==> src/rtl/ppim_map.svh <==
// Register offsets, field positions, reset values and timing counts of the panel image mapper.
// Assumes a 32-bit classic Wishbone slave with byte addresses and a 250 MHz core clock.
`ifndef PPIM_MAP_SVH
`define PPIM_MAP_SVH

`define PPIM_ADDR_KEYS      8'h00
`define PPIM_ADDR_STDIN     8'h04
`define PPIM_ADDR_LED_LO    8'h08
`define PPIM_ADDR_LED_HI    8'h0c
`define PPIM_ADDR_STDOUT    8'h10
`define PPIM_ADDR_CFG       8'h14
`define PPIM_ADDR_FSIN0     8'h18
`define PPIM_ADDR_FSIN1     8'h1c
`define PPIM_ADDR_FSOUT     8'h20
`define PPIM_ADDR_IRQSTAT   8'h24
`define PPIM_ADDR_IRQMASK   8'h28
`define PPIM_ADDR_RESERVE   8'h2c

`define PPIM_CFG_COMBO_LSB  0
`define PPIM_CFG_FSBASE_LSB 8
`define PPIM_RES_OUT_LSB    16

`define PPIM_IRQ_KEY        0
`define PPIM_IRQ_STDIN      1
`define PPIM_IRQ_ESTOP1     2
`define PPIM_IRQ_ESTOP2     3
`define PPIM_IRQ_DISC       4
`define PPIM_IRQ_BITS       5

`define PPIM_CFG_RST        32'h0000_0000
`define PPIM_IMG_RST        32'h0000_0000
`define PPIM_MASK_RST       5'h00
`define PPIM_RESERVE_RST    24'h00_0000

`define PPIM_CLK_PERIOD_NS  4
`define PPIM_FAST_PERIOD_NS 500000000
`define PPIM_SLOW_PERIOD_NS 2000000000
`define PPIM_DISC_TIME_NS   500000000
`define PPIM_FAST_HALF_CYC  (`PPIM_FAST_PERIOD_NS / 2 / `PPIM_CLK_PERIOD_NS)
`define PPIM_SLOW_HALF_CYC  (`PPIM_SLOW_PERIOD_NS / 2 / `PPIM_CLK_PERIOD_NS)
`define PPIM_DISC_CYC       ((`PPIM_DISC_TIME_NS + `PPIM_CLK_PERIOD_NS - 1) / `PPIM_CLK_PERIOD_NS)

`endif

==> src/rtl/ppim_dummy_end.sv <==
`timescale 1ns/1ps

==> src/rtl/ppim_pkg.sv <==
// Types shared by the panel image mapper files.
// Assumes nothing beyond a SystemVerilog compiler.
package ppim_pkg;

    typedef enum logic [1:0] {
        PPIM_COMBO_FLASH_GREEN  = 2'b00,
        PPIM_COMBO_YELLOW       = 2'b01,
        PPIM_COMBO_FLASH_YELLOW = 2'b10,
        PPIM_COMBO_FLASH_RED    = 2'b11
    } ppim_combo_e;

endpackage

==> src/rtl/ppim_sync.sv <==
// Two-flop synchroniser for a bus of pin levels.
// Assumes each bit is an independent level from outside the clock domain.
`timescale 1ns/1ps
`default_nettype none
module ppim_sync #(
    parameter int W = 1
)(
    input  wire logic         clk,
    input  wire logic         rst,
    input  wire logic [W-1:0] d,
    output var  logic [W-1:0] q
);
    logic [W-1:0] meta;

    always_ff @(posedge clk or posedge rst) begin
        if (rst) begin
            meta <= '0;
            q    <= '0;
        end else begin
            meta <= d;
            q    <= meta;
        end
    end
endmodule
`default_nettype wire

==> src/rtl/ppim_flash.sv <==
// Square-wave flash generator from a divider enable pulse.
// Assumes HALF is the number of core cycles per half period, at least one.
`timescale 1ns/1ps
`default_nettype none
module ppim_flash #(
    parameter int unsigned HALF = 1
)(
    input  wire logic clk,
    input  wire logic rst,
    output var  logic wave
);
    logic [31:0] divCnt;
    wire         tick = (divCnt == 32'(HALF - 1));

    always_ff @(posedge clk or posedge rst) begin
        if (rst) begin
            divCnt <= 32'h0000_0000;
            wave   <= 1'b0;
        end else begin
            divCnt <= tick ? 32'h0000_0000 : divCnt + 32'h0000_0001;
            if (tick) begin
                wave <= ~wave;
            end
        end
    end
endmodule
`default_nettype wire

==> src/rtl/ppim_top.sv <==
// Panel process image mapper: keys, inputs, key LEDs, outputs and fail-safe area over Wishbone.
// Assumes a classic Wishbone master on core_clk and raw panel pins from outside the domain.
`timescale 1ns/1ps
`default_nettype none
`include "ppim_map.svh"
module ppim_top #(
    parameter int unsigned FAST_HALF = `PPIM_FAST_HALF_CYC,
    parameter int unsigned SLOW_HALF = `PPIM_SLOW_HALF_CYC,
    parameter int unsigned DISC_CYC  = `PPIM_DISC_CYC
)(
    input  wire logic        core_clk,
    input  wire logic        sys_rst,
    input  wire logic        wb_cyc_i,
    input  wire logic        wb_stb_i,
    input  wire logic        wb_we_i,
    input  wire logic [7:0]  wb_adr_i,
    input  wire logic [3:0]  wb_sel_i,
    input  wire logic [31:0] wb_dat_i,
    output var  logic [31:0] wb_dat_o,
    output var  logic        wb_ack_o,
    output var  logic        irq,
    input  wire logic [31:0] keyPins,
    input  wire logic [31:0] stdInPins,
    input  wire logic [1:0]  safeChanInput1,
    input  wire logic [1:0]  safeChanInput2,
    output var  logic [31:0] ledRed,
    output var  logic [31:0] ledGreen,
    output var  logic [7:0]  stdOutPins
);

    // Pin synchronisation
    logic [31:0] keySync;
    logic [31:0] stdInSync;
    logic [1:0]  chanASync;
    logic [1:0]  chanBSync;

    ppim_sync #(
        .W (68)
    ) pinSync (
        .clk (core_clk),
        .rst (sys_rst),
        .d   ({safeChanInput2, safeChanInput1, stdInPins, keyPins}),
        .q   ({chanBSync, chanASync, stdInSync, keySync})
    );

    // Flash sources
    logic fastWave;
    logic slowWave;

    ppim_flash #(
        .HALF (FAST_HALF)
    ) fastFlash (
        .clk  (core_clk),
        .rst  (sys_rst),
        .wave (fastWave)
    );

    ppim_flash #(
        .HALF (SLOW_HALF)
    ) slowFlash (
        .clk  (core_clk),
        .rst  (sys_rst),
        .wave (slowWave)
    );

    // Registers
    logic [31:0]                ledImgLo;
    logic [31:0]                ledImgHi;
    logic [15:0]                outImg;
    logic [31:0]                cfgReg;
    logic [31:0]                fsOutImg;
    logic [23:0]                reserveReg;
    logic [`PPIM_IRQ_BITS-1:0]  irqStatus;
    logic [`PPIM_IRQ_BITS-1:0]  irqMask;
    logic [31:0]                keyPrev;
    logic [31:0]                stdInPrev;

    // Bus decode
    // Ack gates the request, so a strobe still held in the ack cycle is not taken twice
    wire        busReq    = wb_cyc_i & wb_stb_i & ~wb_ack_o;
    wire        busWr     = busReq & wb_we_i;
    wire        busRd     = busReq & ~wb_we_i;
    wire [7:0]  wordAdr   = {wb_adr_i[7:2], 2'b00};
    wire        selLedLo  = wordAdr == `PPIM_ADDR_LED_LO;
    wire        selLedHi  = wordAdr == `PPIM_ADDR_LED_HI;
    wire        selStdOut = wordAdr == `PPIM_ADDR_STDOUT;
    wire        selCfg    = wordAdr == `PPIM_ADDR_CFG;
    wire        selFsOut  = wordAdr == `PPIM_ADDR_FSOUT;
    wire        selStat   = wordAdr == `PPIM_ADDR_IRQSTAT;
    wire        selMask   = wordAdr == `PPIM_ADDR_IRQMASK;
    wire        selRes    = wordAdr == `PPIM_ADDR_RESERVE;
    wire        selKeys   = wordAdr == `PPIM_ADDR_KEYS;
    wire        selStdIn  = wordAdr == `PPIM_ADDR_STDIN;
    wire        selFsIn0  = wordAdr == `PPIM_ADDR_FSIN0;
    wire        selFsIn1  = wordAdr == `PPIM_ADDR_FSIN1;
    wire [31:0] byteMask  = {{8{wb_sel_i[3]}}, {8{wb_sel_i[2]}}, {8{wb_sel_i[1]}}, {8{wb_sel_i[0]}}};

    // Write strobes
    wire        wrLedLo   = busWr & selLedLo;
    wire        wrLedHi   = busWr & selLedHi;
    wire        wrStdOut  = busWr & selStdOut;
    wire        wrCfg     = busWr & selCfg;
    wire        wrFsOut   = busWr & selFsOut;
    wire        wrRes     = busWr & selRes;
    wire        wrMask    = busWr & selMask;

    function automatic logic [31:0] mergeWr(input logic [31:0] old, input logic [31:0] wr,
                                            input logic [31:0] msk);
        mergeWr = (old & ~msk) | (wr & msk);
    endfunction

    // Fail-safe channel evaluation
    logic [1:0] estopFlag;
    logic [1:0] discFault;
    logic [1:0] discHit;
    genvar gi;
    generate
        for (gi = 0; gi < 2; gi = gi + 1) begin : gEstop
            logic [31:0] discCnt;
            wire         agree   = chanASync[gi] == chanBSync[gi];
            wire         atLimit = discCnt == 32'(DISC_CYC);
            assign discHit[gi]   = ~agree & (discCnt == 32'(DISC_CYC - 1));
            assign discFault[gi] = atLimit;

            // Saturates, so a held disagreement never wraps and re-arms
            always_ff @(posedge core_clk or posedge sys_rst) begin
                if (sys_rst) begin
                    discCnt <= 32'h0000_0000;
                end else if (agree) begin
                    discCnt <= 32'h0000_0000;
                end else if (!atLimit) begin
                    discCnt <= discCnt + 32'h0000_0001;
                end
            end

            // Pressed while both channels agree high, zero once disagreement outlasts the limit
            always_ff @(posedge core_clk or posedge sys_rst) begin
                if (sys_rst) begin
                    estopFlag[gi] <= 1'b0;
                end else if (agree) begin
                    estopFlag[gi] <= chanASync[gi];
                end else if (discHit[gi] || discFault[gi]) begin
                    estopFlag[gi] <= 1'b0;
                end
            end
        end
    endgenerate

    // Image words
    wire [15:0] resIn      = reserveReg[15:0];
    wire [7:0]  resOut     = reserveReg[23:16];
    wire [31:0] keyWord    = {keySync[31:16], keySync[15:0]};
    wire [31:0] stdInWord  = {stdInSync[31:16], stdInSync[15:0] & ~resIn};
    wire [31:0] fsInWord0  = {16'h0000, 4'h0, chanBSync, chanASync, 6'h00, estopFlag};
    wire [31:0] fsInWord1  = 32'h0000_0000;
    wire [1:0]  comboMode  = cfgReg[`PPIM_CFG_COMBO_LSB +: 2];

    // LED decode
    logic [31:0] next_ledRed;
    logic [31:0] next_ledGreen;
    wire  [31:0] redBits   = {ledImgHi[15:0], ledImgLo[15:0]};
    wire  [31:0] greenBits = {ledImgHi[31:16], ledImgLo[31:16]};
    wire         comboRed  = (comboMode == ppim_pkg::PPIM_COMBO_YELLOW) |
                             (((comboMode == ppim_pkg::PPIM_COMBO_FLASH_YELLOW) |
                               (comboMode == ppim_pkg::PPIM_COMBO_FLASH_RED)) & fastWave);
    wire         comboGrn  = (comboMode == ppim_pkg::PPIM_COMBO_YELLOW) |
                             (((comboMode == ppim_pkg::PPIM_COMBO_FLASH_YELLOW) |
                               (comboMode == ppim_pkg::PPIM_COMBO_FLASH_GREEN)) & fastWave);

    generate
        for (gi = 0; gi < 32; gi = gi + 1) begin : gLed
            wire both = redBits[gi] & greenBits[gi];
            assign next_ledRed[gi]   = both ? comboRed : redBits[gi];
            assign next_ledGreen[gi] = both ? comboGrn : greenBits[gi];
        end
    endgenerate

    // Output decode
    logic [7:0] next_stdOut;
    wire  [7:0] outFirst  = outImg[7:0];
    wire  [7:0] outSecond = outImg[15:8];

    generate
        for (gi = 0; gi < 8; gi = gi + 1) begin : gOut
            wire [1:0] pairCode = {outSecond[gi], outFirst[gi]};
            wire       driven   = (pairCode == 2'b01) |
                                  ((pairCode == 2'b10) & fastWave) |
                                  ((pairCode == 2'b11) & slowWave);
            assign next_stdOut[gi] = driven & ~resOut[gi];
        end
    endgenerate

    // Events: a key or input change, a fresh press, a discrepancy timeout
    logic [1:0] estopPrev;
    wire        keyChange = |(keyWord ^ keyPrev);
    wire        inChange  = |(stdInWord ^ stdInPrev);
    wire [1:0]  estopRise = estopFlag & ~estopPrev;
    wire        discEvent = |discHit;
    wire [`PPIM_IRQ_BITS-1:0] events = {
        discEvent,
        estopRise,
        inChange,
        keyChange
    };
    wire        statClear = busRd & selStat;
    wire [`PPIM_IRQ_BITS-1:0] next_irqStatus = (statClear ? `PPIM_MASK_RST : irqStatus) | events;
    wire        irqPending = |(irqStatus & irqMask);

    // Read mux
    wire [31:0] rdData =
        selKeys                         ? keyWord :
        selStdIn                        ? stdInWord :
        selLedLo                        ? ledImgLo :
        selLedHi                        ? ledImgHi :
        selStdOut                       ? {16'h0000, outImg} :
        selCfg                          ? cfgReg :
        selFsIn0                        ? fsInWord0 :
        selFsIn1                        ? fsInWord1 :
        selFsOut                        ? fsOutImg :
        selStat                         ? {27'h000_0000, irqStatus} :
        selMask                         ? {27'h000_0000, irqMask} :
        selRes                          ? {8'h00, reserveReg} :
                                          32'h0000_0000;

    // Bus answer
    always_ff @(posedge core_clk or posedge sys_rst) begin
        if (sys_rst) begin
            wb_ack_o <= 1'b0;
            wb_dat_o <= 32'h0000_0000;
        end else begin
            wb_ack_o <= busReq;
            wb_dat_o <= busRd ? rdData : 32'h0000_0000;
        end
    end

    // Writable image and control registers
    always_ff @(posedge core_clk or posedge sys_rst) begin
        if (sys_rst) begin
            ledImgLo   <= `PPIM_IMG_RST;
            ledImgHi   <= `PPIM_IMG_RST;
            outImg     <= 16'h0000;
            cfgReg     <= `PPIM_CFG_RST;
            fsOutImg   <= `PPIM_IMG_RST;
            reserveReg <= `PPIM_RESERVE_RST;
            irqMask    <= `PPIM_MASK_RST;
        end else begin
            if (wrLedLo) ledImgLo <= mergeWr(ledImgLo, wb_dat_i, byteMask);
            if (wrLedHi) ledImgHi <= mergeWr(ledImgHi, wb_dat_i, byteMask);
            if (wrStdOut) outImg <= 16'(mergeWr({16'h0000, outImg}, wb_dat_i, byteMask));
            if (wrCfg) cfgReg <= mergeWr(cfgReg, wb_dat_i, byteMask) & 32'h0000_ff03;
            if (wrFsOut) fsOutImg <= mergeWr(fsOutImg, wb_dat_i, byteMask);
            if (wrRes) reserveReg <= 24'(mergeWr({8'h00, reserveReg}, wb_dat_i, byteMask));
            if (wrMask) irqMask <= `PPIM_IRQ_BITS'(mergeWr({27'h000_0000, irqMask}, wb_dat_i, byteMask));
        end
    end

    // Sticky status, read clears, a same-cycle event survives
    always_ff @(posedge core_clk or posedge sys_rst) begin
        if (sys_rst) begin
            irqStatus <= `PPIM_MASK_RST;
            keyPrev   <= 32'h0000_0000;
            stdInPrev <= 32'h0000_0000;
            estopPrev <= 2'b00;
            irq       <= 1'b0;
        end else begin
            irqStatus <= next_irqStatus;
            keyPrev   <= keyWord;
            stdInPrev <= stdInWord;
            estopPrev <= estopFlag;
            irq       <= irqPending;
        end
    end

    // Pin outputs follow the image within one cycle
    always_ff @(posedge core_clk or posedge sys_rst) begin
        if (sys_rst) begin
            ledRed     <= 32'h0000_0000;
            ledGreen   <= 32'h0000_0000;
            stdOutPins <= 8'h00;
        end else begin
            ledRed     <= next_ledRed;
            ledGreen   <= next_ledGreen;
            stdOutPins <= next_stdOut;
        end
    end

endmodule
`default_nettype wire

==> config.mk <==
export PLATFORM = sky130hd
export DESIGN_NAME = ppim_top
export DESIGN_NICKNAME = d
export VERILOG_FILES = /design/src/rtl/ppim_dummy_end.sv /design/src/rtl/ppim_pkg.sv /design/src/rtl/ppim_sync.sv /design/src/rtl/ppim_flash.sv /design/src/rtl/ppim_top.sv
export VERILOG_INCLUDE_DIRS = /design/src /design/src/rtl
export SDC_FILE = /design/constraint.sdc
export NUM_CORES = 1
export LEC_CHECK = 0
export BUFFER_PORTS_ARGS = -buffer_cell sky130_fd_sc_hd__buf_2
export CAP_MARGIN = 40
export CORE_ASPECT_RATIO = 0.9
export CORE_MARGIN = 10
export CORE_UTILIZATION = 30
export DETAILED_ROUTE_END_ITERATION = 8
export GPL_TIMING_DRIVEN = 0
export PLACE_DENSITY = 0.56
export SYNTH_ARGS = -nofsm -noshare
export SYNTH_HDL_FRONTEND = slang
export SYNTH_SLANG_ARGS = --single-unit
==> constraint.sdc <==
create_clock -name core_clk -period 27.6 [get_ports core_clk]
set_input_delay 5.52 -clock core_clk [delete_from_list [all_inputs] [get_ports core_clk]]
set_output_delay 5.52 -clock core_clk [all_outputs]
set_load 0.02 [all_outputs]
Yosys cells after proc, flatten, opt, wreduce, memory -nomap -nowiden
Cells that the tools add are included.

Bitwise gates (word level): 130. Mux-type cells: 88. Add/sub/neg operators: 4. Eq/ne operators: 48. Reduce and logical (&&, ||, !) cells: 10.

Operators with widths (number): 2-to-1 mux 32 bit (16); adder 32 x 1 -> 32 bit (second input constant) (4); bitwise AND 32 bit (4); equality test 32 x 27 -> 1 bit (second input constant) (4); OR 32 bit (3); bitwise AND 1 bit (72); 2-to-1 mux 24 bit (3); 2-to-1 mux 1 bit (68); OR reduction 32 bit (2); bitwise XOR 32 bit (2); bitwise AND 16 bit (3); equality test 2 bit (second input constant) (18); equality test 32 x 26 -> 1 bit (second input constant) (1); equality test 32 x 28 -> 1 bit (second input constant) (1); inverter 32 bit (1); OR 16 bit (2); bitwise AND 24 bit (1); equality test 6 x 3 -> 1 bit (second input constant) (4); equality test 6 x 4 -> 1 bit (second input constant) (4); OR 24 bit (1); OR 1 bit (20); equality test 2 x 1 -> 1 bit (second input constant) (9); inverter 16 bit (1); inverter 1 bit (14); other kinds (15) (22).

Bits of input ports: 117. Word-level logic and storage cells: 307. Flip-flop bits (word level): 596.

Longest topological paths before layout
Gate-level depths: netlist (run 1).

Depth in word-level cells: 14. Gate-level depth with buffers: 8.

Hierarchy
From an unflattened synthesis (run 1), not the netlist that was laid out.

Cells, all modules: 1855. Area total of the unflattened synthesis: 23941.7 um^2.

By module, submodules not included: ppim_top (cells each 1385, instances 1, area each 17117.7 um^2); ppim_sync (cells each 137, instances 1, area each 3407.0 um^2); ppim_flash (fastFlash) (cells each 175, instances 1, area each 1747.9 um^2); ppim_flash (slowFlash) (cells each 158, instances 1, area each 1669.1 um^2).

Worst setup path after synthesis (run 1)
Ideal clock, no wire load.

Path type: input-to-reg. Start point: input wb_adr_i[4]. End point: register (tool-made name). Path slack: 20.435 ns. Path buffers: 3. Data arrival time: 7.040 ns. Cell stages on the path: 7. Cell sequence: buf_2 -> or4_1 -> buf_2 -> nor2_4 -> buf_4 -> nand2_2 -> mux2_2.

RTL lines: start, declared (line ppim_top.sv:16) `input wire logic [7:0] wb_adr_i,`.

Final worst setup path (run 1)
Start point: input wb_adr_i[2]. End point: register wb_dat_o[15].

Cells in the longest elaborated chain, start to end: 14. Elaborated cells between the ends (all ways): 25.

RTL lines: equality test 6 x 4 -> 1 bit (no source line); 2-to-1 mux 24 bit (line ppim_top.sv:222) `selRes ? {8'h00, reserveReg} :`; 2-to-1 mux 24 bit (line ppim_top.sv:221) `selMask ? {27'h000_0000, irqMask} :`; 2-to-1 mux 24 bit (line ppim_top.sv:220) `selStat ? {27'h000_0000, irqStatus} :`; 2-to-1 mux 32 bit (line ppim_top.sv:219) `selFsOut ? fsOutImg :`; 2-to-1 mux 32 bit (line ppim_top.sv:218) `selFsIn1 ? fsInWord1 :`; 2-to-1 mux 32 bit (line ppim_top.sv:217) `selFsIn0 ? fsInWord0 :`; 2-to-1 mux 32 bit (line ppim_top.sv:216) `selCfg ? cfgReg :`; 2-to-1 mux 32 bit (line ppim_top.sv:215) `selStdOut ? {16'h0000, outImg} :`; 2-to-1 mux 32 bit (line ppim_top.sv:214) `selLedHi ? ledImgHi :`; 2-to-1 mux 32 bit (line ppim_top.sv:213) `selLedLo ? ledImgLo :`; 2-to-1 mux 32 bit (line ppim_top.sv:212) `selStdIn ? stdInWord :`; 2-to-1 mux 32 bit * (line ppim_top.sv:211) `selKeys ? keyWord :`; 2-to-1 mux 32 bit * (line ppim_top.sv:232) `wb_dat_o <= busRd ? rdData : 32'h0000_0000;`; end signal, assigned (line ppim_top.sv:232); end, declared (line ppim_top.sv:19) `output var logic [31:0] wb_dat_o,`.

Mark *: on every way between the ends. The rest lies on a longest branch, timed or not. A chain may end at the register's enable or synchronous reset.

==> run metrics, run 1 <==
met1 Track Usage GR 21.3%; Yosys top cell area share 62.7%; post-synthesis compound-gate area fraction 8.14%; Clock Power Share 46.1%; Synth Area in Simple Gates 12.3%; Max Cap Viol 0; number of global-route vias before repair 16700; Routed WL per cell 22.6 microns; sw frac 23.5%; post-synthesis mux area share 8.40%; Post-synth EDFFs 0; chip width 317 microns; Total Power 0.00187 W; CP dominant cell by count buf_2; average size of a mapped cell 12.9 sq um; PD cells 65.7 nW/um^2; leading cell types by count after synthesis dfrtp_1 (596), mux2_2 (154), xnor2_1 (101); crit-path max FO 10; count leader, synth dfrtp_1; Post-CTS Setup Bufs 0; clock root buffer clkbuf_16; routing usage on met2 24.2%; design area 28500 sq um; RePlAce Congestion 0.851; Worst-path clk slew 60 ps; NetSw 0.000440 W; post-synthesis net count 1966; DP HPWL 54300 microns; Avg Vias per Cell 5.00; largest family of logic cells by synthesized area simple AND/OR/NAND/NOR gates; Yosys top cell by area dfrtp_1; # IOs 223; crit-path cells buf_2 > buf_2 > buf_2 > buf_2 > buf_2 > mux2i_1 > a211oi_1; R2R Path Start wb_ack_o; IO buf count 219; GRT Max-Usage Layer met2; # DRC 0; pin count of the biggest net entering global routing 114; R2R depth 4; CP max stage delay 710 ps; sequential fraction of the synthesis area 62.7%; Setup crit start kind input pin; hold_buf cts 0; Hold Crit Start pinSync.meta[1]; final worst path period share 27.6%; Final Skew 56.6 ps; Slew Viols, Final 0; Die Y 287 microns; status finished clean; Fin. Hold Viols 0; Post-Synth XOR/XNOR Area 6.44%; drt first pass iters 5; initial antenna violation count 21; Rows 97; Post-Synth Adder-Cell Area 0.421%; critical path capture point type register; DRT Wirelength 72800 microns; first-pass GRT wire length 108000 microns; Static Leak 13.2 nW; minimum clock period 7610 ps; Int Pwr 0.00143 W; RSZ-0062 raised after global routing false; clk buf depth 3; total clock buffers created by CTS 60; Worst Path Required 28040 ps; CTS H-Tree Depth 2; Hold Path End pinSync.q[1]; Setup CP Type in -> reg; Setup Viol. Count Final 0; Hold WC Path Type reg -> reg; Reg2Reg Setup Slack 24950 ps; Placement Cell Area 26400 sq um; Worst-Skew Late Latency 660 ps; Main synth FF type dfrtp_1; nets 2259; worst vdd ir 0.0000568 V; ys async rst share 100%; core footprint 78300 sq um; met3 usage 4.20%; GRT overflow 0; routed via count 16100; Worst-Margin Slew 1000 ps; crit path DAT 8050 ps; Yosys warnings 0; Seq pwr share 49.1%; proportion of layout cells with a drive suffix above 1 25.5%; f_max 131 MHz; drt initial violations 1508; clk sinks 596; Post-DRT Antenna Nets 0; Mapped Cells 1841; post-CTS sizing 0; Gate power share 4.8%; die area 91000 sq um; Overall Global Routing Usage 15.7%; post-synth cell types 73; critical path's slowest cell a211oi_1; Netlist Area Pre-Place 23800 sq um; Hold Crit Depth 0; Layout Area Growth over Synthesis 19.8%; CTS tree built; Slew HR 32.3%; RR Endpoint wb_dat_o[15]; Area contributors post-synth dfrtp_1 (63%), mux2_2 (7.3%), xnor2_1 (3.7%); Initial Utilization 30.4%; flop and latch count out of synthesis 596
kinds of logic (layout without fill, tap and decap cells):
family	Yosys count	in the layout
other	0	3
adder cells (fa/ha/maj)	8	8
flip-flops	596	596
AND/OR/NAND/NOR	521	521
AO/OA/AOI/OAI	274	274
multiplexers	174	174
XOR/XNOR	175	175
buffers and inverters	93	435
power groups by stage:
stage / logic, W / registers [W] / clock network [W]
6_report: 0.0000900 / 0.000919 / 0.000864
5_1_grt: 0.0000993 / 0.000921 / 0.000921
4_1_cts: 0.0000916 / 0.000919 / 0.000884
3_5_place_dp: 0.0000910 / 0.000935 / 0
3_3_place_gp: 0.0000868 / 0.000936 / 0
2_1_floorplan: 0.0000482 / 0.000930 / 0
per-stage QoR:
step                hold slack (ps)  setup WS [ps]  setup TNS (ps)  util (%)  instances
floorplan                       331           5400               0         -       1841
global placement                337           -463         -233510      33.5       3099
detailed placement              335          19440               0      33.7       3111
CTS                             306          20100               0      36.4       3222
global route                    326          19990               0      36.4       3224
finish                          317          19990               0      36.4       3225
layer usage:
| layer | share of wire (%) | vias to the layer above |
|---|---|---|
| li1 | - | 7140 |
| met1 | 44 | 8293 |
| met2 | 45 | 544 |
| met3 | 7.9 | 140 |
| met4 | 2.7 | 22 |
| met5 | 0.19 | - |
cell type report:
class	instances	area [sq um]
Fill cell	7554	49800
Sequential cell	596	14900
Multi-Input combinational cell	1152	8490
Clock buffer	81	1710
Tap cell	1039	1300
Timing Repair Buffer	231	1270
Clock inverter	30	412
Buffer	61	275
Inverter	32	128
Antenna cell	3	7.51
layout by cell type, fill, tap and decap left out, types with 32 or more instances in the layout:
cell       count
xor2_1        74
dfrtp_1      596
buf_2        241
nor2_1        74
nand3_1       50
xnor2_1      101
mux2_2       154
nor3_1        36
nor2b_1       32
a21boi_0      69
and2_1        57
nand2_1       83
clkbuf_1      47
nand4_1       57
clkbuf_16     61
o21ai_0       47
a21oi_1       39
worst max-delay path: cells and delay by family:
| family | cells | cell delay, ps |
|---|---|---|
| muxes | 1 | 130 |
| buffers and inverters | 5 | 1680 |
| AOI/OAI and AO/OA | 1 | 710 |
how the worst max path moves through the flow:
| stage | endpoint | slack, ps | from | depth (start not counted) |
|---|---|---|---|---|
| after floorplan | asynchronous set/reset pin | 5400 | sys_rst | 1 |
| after global placement | pinSync.meta[62] | -460 | sys_rst | 2 |
| after detailed placement | wb_dat_o[15] | 19440 | wb_adr_i[2] | 7 |
| after CTS | wb_dat_o[15] | 20100 | wb_adr_i[2] | 7 |
| after global routing | wb_dat_o[15] | 19990 | wb_adr_i[2] | 7 |
| final | wb_dat_o[15] | 19990 | wb_adr_i[2] | 7 |
Power figures use the tool's default switching activity.
==> run 2, diff against run 1 <==
- clock period: 27.6 -> 7.1 ns (I/O delays scaled with it)
==> run metrics, run 2 (synthesis results as in run 1) <==
crit-path max FO 10; pin count of the biggest net entering global routing 42; sum of negative setup slack 0 ps; Fin. Hold Viols 0; max layer used met5; Post-CTS Setup Bufs 0; core footprint 78300 sq um; IO buf count 219; Initial Utilization 30.4%; Slew Viols, Final 0; minimum clock period 3490 ps; number of global-route vias before repair 16400; Setup Viol. Count Final 0; first-pass GRT wire length 108000 microns; Rows 97; DRT Wirelength 72700 microns; routed wl met3 6160 microns; DP HPWL 55000 microns; PD cells 253 nW/um^2; Avg Vias per Cell 4.95; RePlAce Congestion 0.843; Hold WC Path Type reg -> reg; met1 wire length 32100 microns; # IOs 223; most frequent cells in the layout dfrtp_1 (596), buf_2 (241), mux2_2 (154); Setup crit start kind input pin; total clock buffers created by CTS 60; routed via count 16000; clk sinks 596; commonest non-fill, non-tap cell in the layout dfrtp_1; Post-DRT Antenna Nets 0; Routed WL per cell 22.4 microns; die area 91000 sq um; met2 routed WL 32200 microns; worst vdd ir 0.000219 V; post-CTS sizing 0; Layout Area Growth over Synthesis 20.6%; nets 2271; hold_buf cts 0; status finished clean; chip width 317 microns; Overall Global Routing Usage 15.6%; crit path DAT 3920 ps; clock root buffer clkbuf_16; clk buf depth 3; Worst Path Required 7540 ps; critical path capture point type register; # DRC 0; drt first pass iters 5; drt initial violations 1506; Worst-path clk slew 60 ps; Worst-Skew Late Latency 660 ps; Setup CP Type in -> reg; Slew HR 35.8%; final worst path period share 49.1%; GRT overflow 0; RSZ-0062 raised after global routing false; CTS H-Tree Depth 2; CTS tree built; Static Leak 13.3 nW; Hold Worst Slack 316 ps; f_max 287 MHz; Max Cap Viol 0; Die Y 287 microns; Finished Core Util 36.7%; proportion of layout cells with a drive suffix above 1 25.9%; Final Skew 52.0 ps; Worst-Margin Slew 955 ps; initial antenna violation count 22
run 2: changes by cell type in the layout (fill, tap and decap cells not counted), moves of 2 or more:
| cell | delta |
|---|---|
| inv_6 | +3 |
| diode_2 | +2 |
| buf_12 | +16 |
| clkinvlp_4 | -3 |
| clkinv_2 | +2 |
| clkinv_4 | -2 |
| buf_16 | -4 |
run 2: stage by stage:
step | setup slack, ps | total power (W) | area [sq um] | instances
2_1_floorplan | -2450 | 0.00381 | 23800 | 1841
5_1_grt | 3510 | 0.00755 | 28700 | 3238
4_1_cts | 3720 | 0.00737 | 28700 | 3234
6_report | 3610 | 0.00727 | 28700 | 3239
3_3_place_gp | -5660 | 0.00398 | 26200 | 3099
3_5_place_dp | 3050 | 0.00400 | 26600 | 3123
run 2: cell type report:
| cell class | instances | area (sq um) |
|---|---|---|
| fill | 7567 | 49600 |
| clock inverter | 29 | 400 |
| multi-input combinational | 1152 | 8490 |
| tap | 1039 | 1300 |
| sequential | 596 | 14900 |
| inverter | 32 | 124 |
| timing repair buffer | 243 | 1480 |
| antenna | 5 | 12.5 |
| buffer | 61 | 275 |
| clock buffer | 82 | 1700 |
run 2: metal layers:
layer	global-route usage (%)	vias to the layer above
met4	4.94	20
li1	-	7191
met5	0	-
met1	21.4	8162
met3	4.74	145
met2	23.3	523
run 2: final timing paths:
| kind | slack (ps) | from | end | cells past startpoint |
|---|---|---|---|---|
| min | 320 | pinSync.meta[1] | pinSync.q[1] | 0 |
| max reg2reg | 4480 | wb_ack_o | wb_dat_o[15] | 4 |
| max | 3610 | wb_adr_i[2] | wb_dat_o[5] | 7 |
| min in group asynchronous | 860 | sys_rst | fastFlash.divCnt[20] | 2 |
| min reg2reg | 320 | pinSync.meta[1] | pinSync.q[1] | 0 |
| max in group asynchronous | 4790 | sys_rst | pinSync.q[6] | 6 |
run 2: critical path, stage by stage:
cell      delay, ps
buf_2           160
buf_2           370
buf_2           360
buf_2           400
buf_2           390
mux2i_1         120
a211oi_1        680
run 2: power breakdown:
part / internal (W) / switching [W]
Sequential: 0.00349 / 0.0000785
Combinational: 0.000132 / 0.000233
Clock: 0.00194 / 0.00139
Total: 0.00557 / 0.00170
==> run 3, diff against run 2 <==
- PLACE_DENSITY: 0.56 -> 0.58
- clock period: 7.1 -> 3.17 ns (I/O delays scaled with it)
==> run metrics, run 3 (synthesis results as in run 1) <==
R2R Path Start wb_ack_o; Worst Path Required 3600 ps; Static Leak 13.4 nW; FF/Latch Area 14900 sq um; post-CTS sizing 0; commonest non-fill, non-tap cell in the layout dfrtp_1; nets 2273; Placement Cell Area 26600 sq um; PD cells 582 nW/um^2; Initial Utilization 30.4%; initial antenna violation count 16; hold_buf cts 0; pin count of the biggest net entering global routing 42; Hold WC Path Type in -> async; Setup crit start kind input pin; Fillers 7534; crit-path max FO 10; area occupied by multi-input gates 8490 sq um; GRT overflow 0; Worst-Margin Slew 1020 ps; CTS tree built; Avg Vias per Cell 4.96; Slew HR 30.9%; RePlAce Congestion 0.895; crit path to wb_dat_o[15]; Levels on crit path 7; clock root buffer clkbuf_16; chip width 317 microns; routed via count 16100; Setup CP Type in -> reg; drt initial violations 1320; CP dominant cell by count buf_2; critical path capture point type register; die area 91000 sq um; Setup Viol. Count Final 0; proportion of layout cells with a drive suffix above 1 26.3%; Placement Setup Slack -82.4 ps; DRT Wirelength 72900 microns; Post-CTS Setup Bufs 0; PnR worst setup slack 461 ps; dpl cells 3123; CTS H-Tree Depth 2; Worst-path clk slew 60 ps; first-pass GRT wire length 109000 microns; RSZ-0062 raised after global routing false; R2R depth 5; Layout Cells excl Fill 3248; status finished clean; crit-path cells buf_2 > buf_2 > buf_2 > buf_2 > buf_2 > mux2i_1 > a211oi_1; DP HPWL 55100 microns; number of global-route vias before repair 16700; Post-DRT Antenna Nets 0; Reg2Reg Setup Slack 510 ps; critical path's slowest cell a211oi_1; minimum clock period 2710 ps; IO buf count 219; CP max stage delay 720 ps; Largest delay share family, worst path buffers and inverters; design area 28900 sq um; clk buf depth 3; # IOs 223; Worst-Skew Late Latency 670 ps; most frequent cells in the layout dfrtp_1 (596), buf_2 (239), mux2_2 (154); total clock buffers created by CTS 61; Hold Worst Slack 32.9 ps; RR Endpoint wb_dat_o[15]; Final Skew 57.6 ps; Slew Viols, Final 0; Die Y 287 microns; core footprint 78300 sq um; Rows 97; drt first pass iters 5; worst vdd ir 0.000432 V; f_max 369 MHz; crit path DAT 3140 ps; Max Cap Viol 0; Layout Area Growth over Synthesis 21.4%; # DRC 0; Finished Core Util 36.9%; clk sinks 596; Routed WL per cell 22.4 microns; CP startpoint wb_adr_i[2]; final worst path period share 85.5%; Fin. Hold Viols 0; Overall Global Routing Usage 15.7%; Buf/Inv on CP 5
==> run 3: layout make-up <==
cell class	instances	area share (%)
clock buffers	77	5.91
diodes	8	0.0693
well taps	1039	4.50
inverters	32	0.429
repair buffers	244	5.18
flip-flops and latches	596	51.6
clock inverters	39	1.98
plain buffers	61	0.953
multi-input cells	1152	29.4
==> run 3: metal layers <==
| metal | share of wire, % | global-route usage, % | vias up |
|---|---|---|---|
| met5 | 0.10 | 0 | - |
| met4 | 3.3 | 5.29 | 14 |
| met3 | 8.9 | 4.80 | 153 |
| met2 | 45 | 23.6 | 517 |
| met1 | 43 | 21.2 | 8249 |
| li1 | - | - | 7193 |
==> run 3: per-stage QoR <==
| step | TNS, ps | total power (W) |
|---|---|---|
| floorplan | -3332400 | 0.00852 |
| global placement | -5163470 | 0.00891 |
| detailed placement | -195 | 0.00897 |
| CTS | 0 | 0.0170 |
| global route | 0 | 0.0174 |
| finish | 0 | 0.0168 |
==> run 3: worst min path at each step <==
| stage | startpoint | to | cells after the start | slack [ps] |
|---|---|---|---|---|
| after global routing | stdInPins[27] | pinSync.meta[59] | 1 | 50 |
| after global placement | pinSync.meta[4] | pinSync.q[4] | 0 | 330 |
| after floorplan | pinSync.meta[0] | pinSync.q[0] | 0 | 330 |
| final | sys_rst | ledRed[2] | 2 | 30 |
| after CTS | sys_rst | ledRed[2] | 2 | 20 |
| after detailed placement | pinSync.meta[2] | pinSync.q[2] | 0 | 330 |
==> run 3: where the power goes <==
part           switching [W]  leakage, nW  internal (W)
logic               0.000520         4.49      0.000297
registers           0.000179         7.78       0.00782
clock network        0.00325         1.10       0.00475
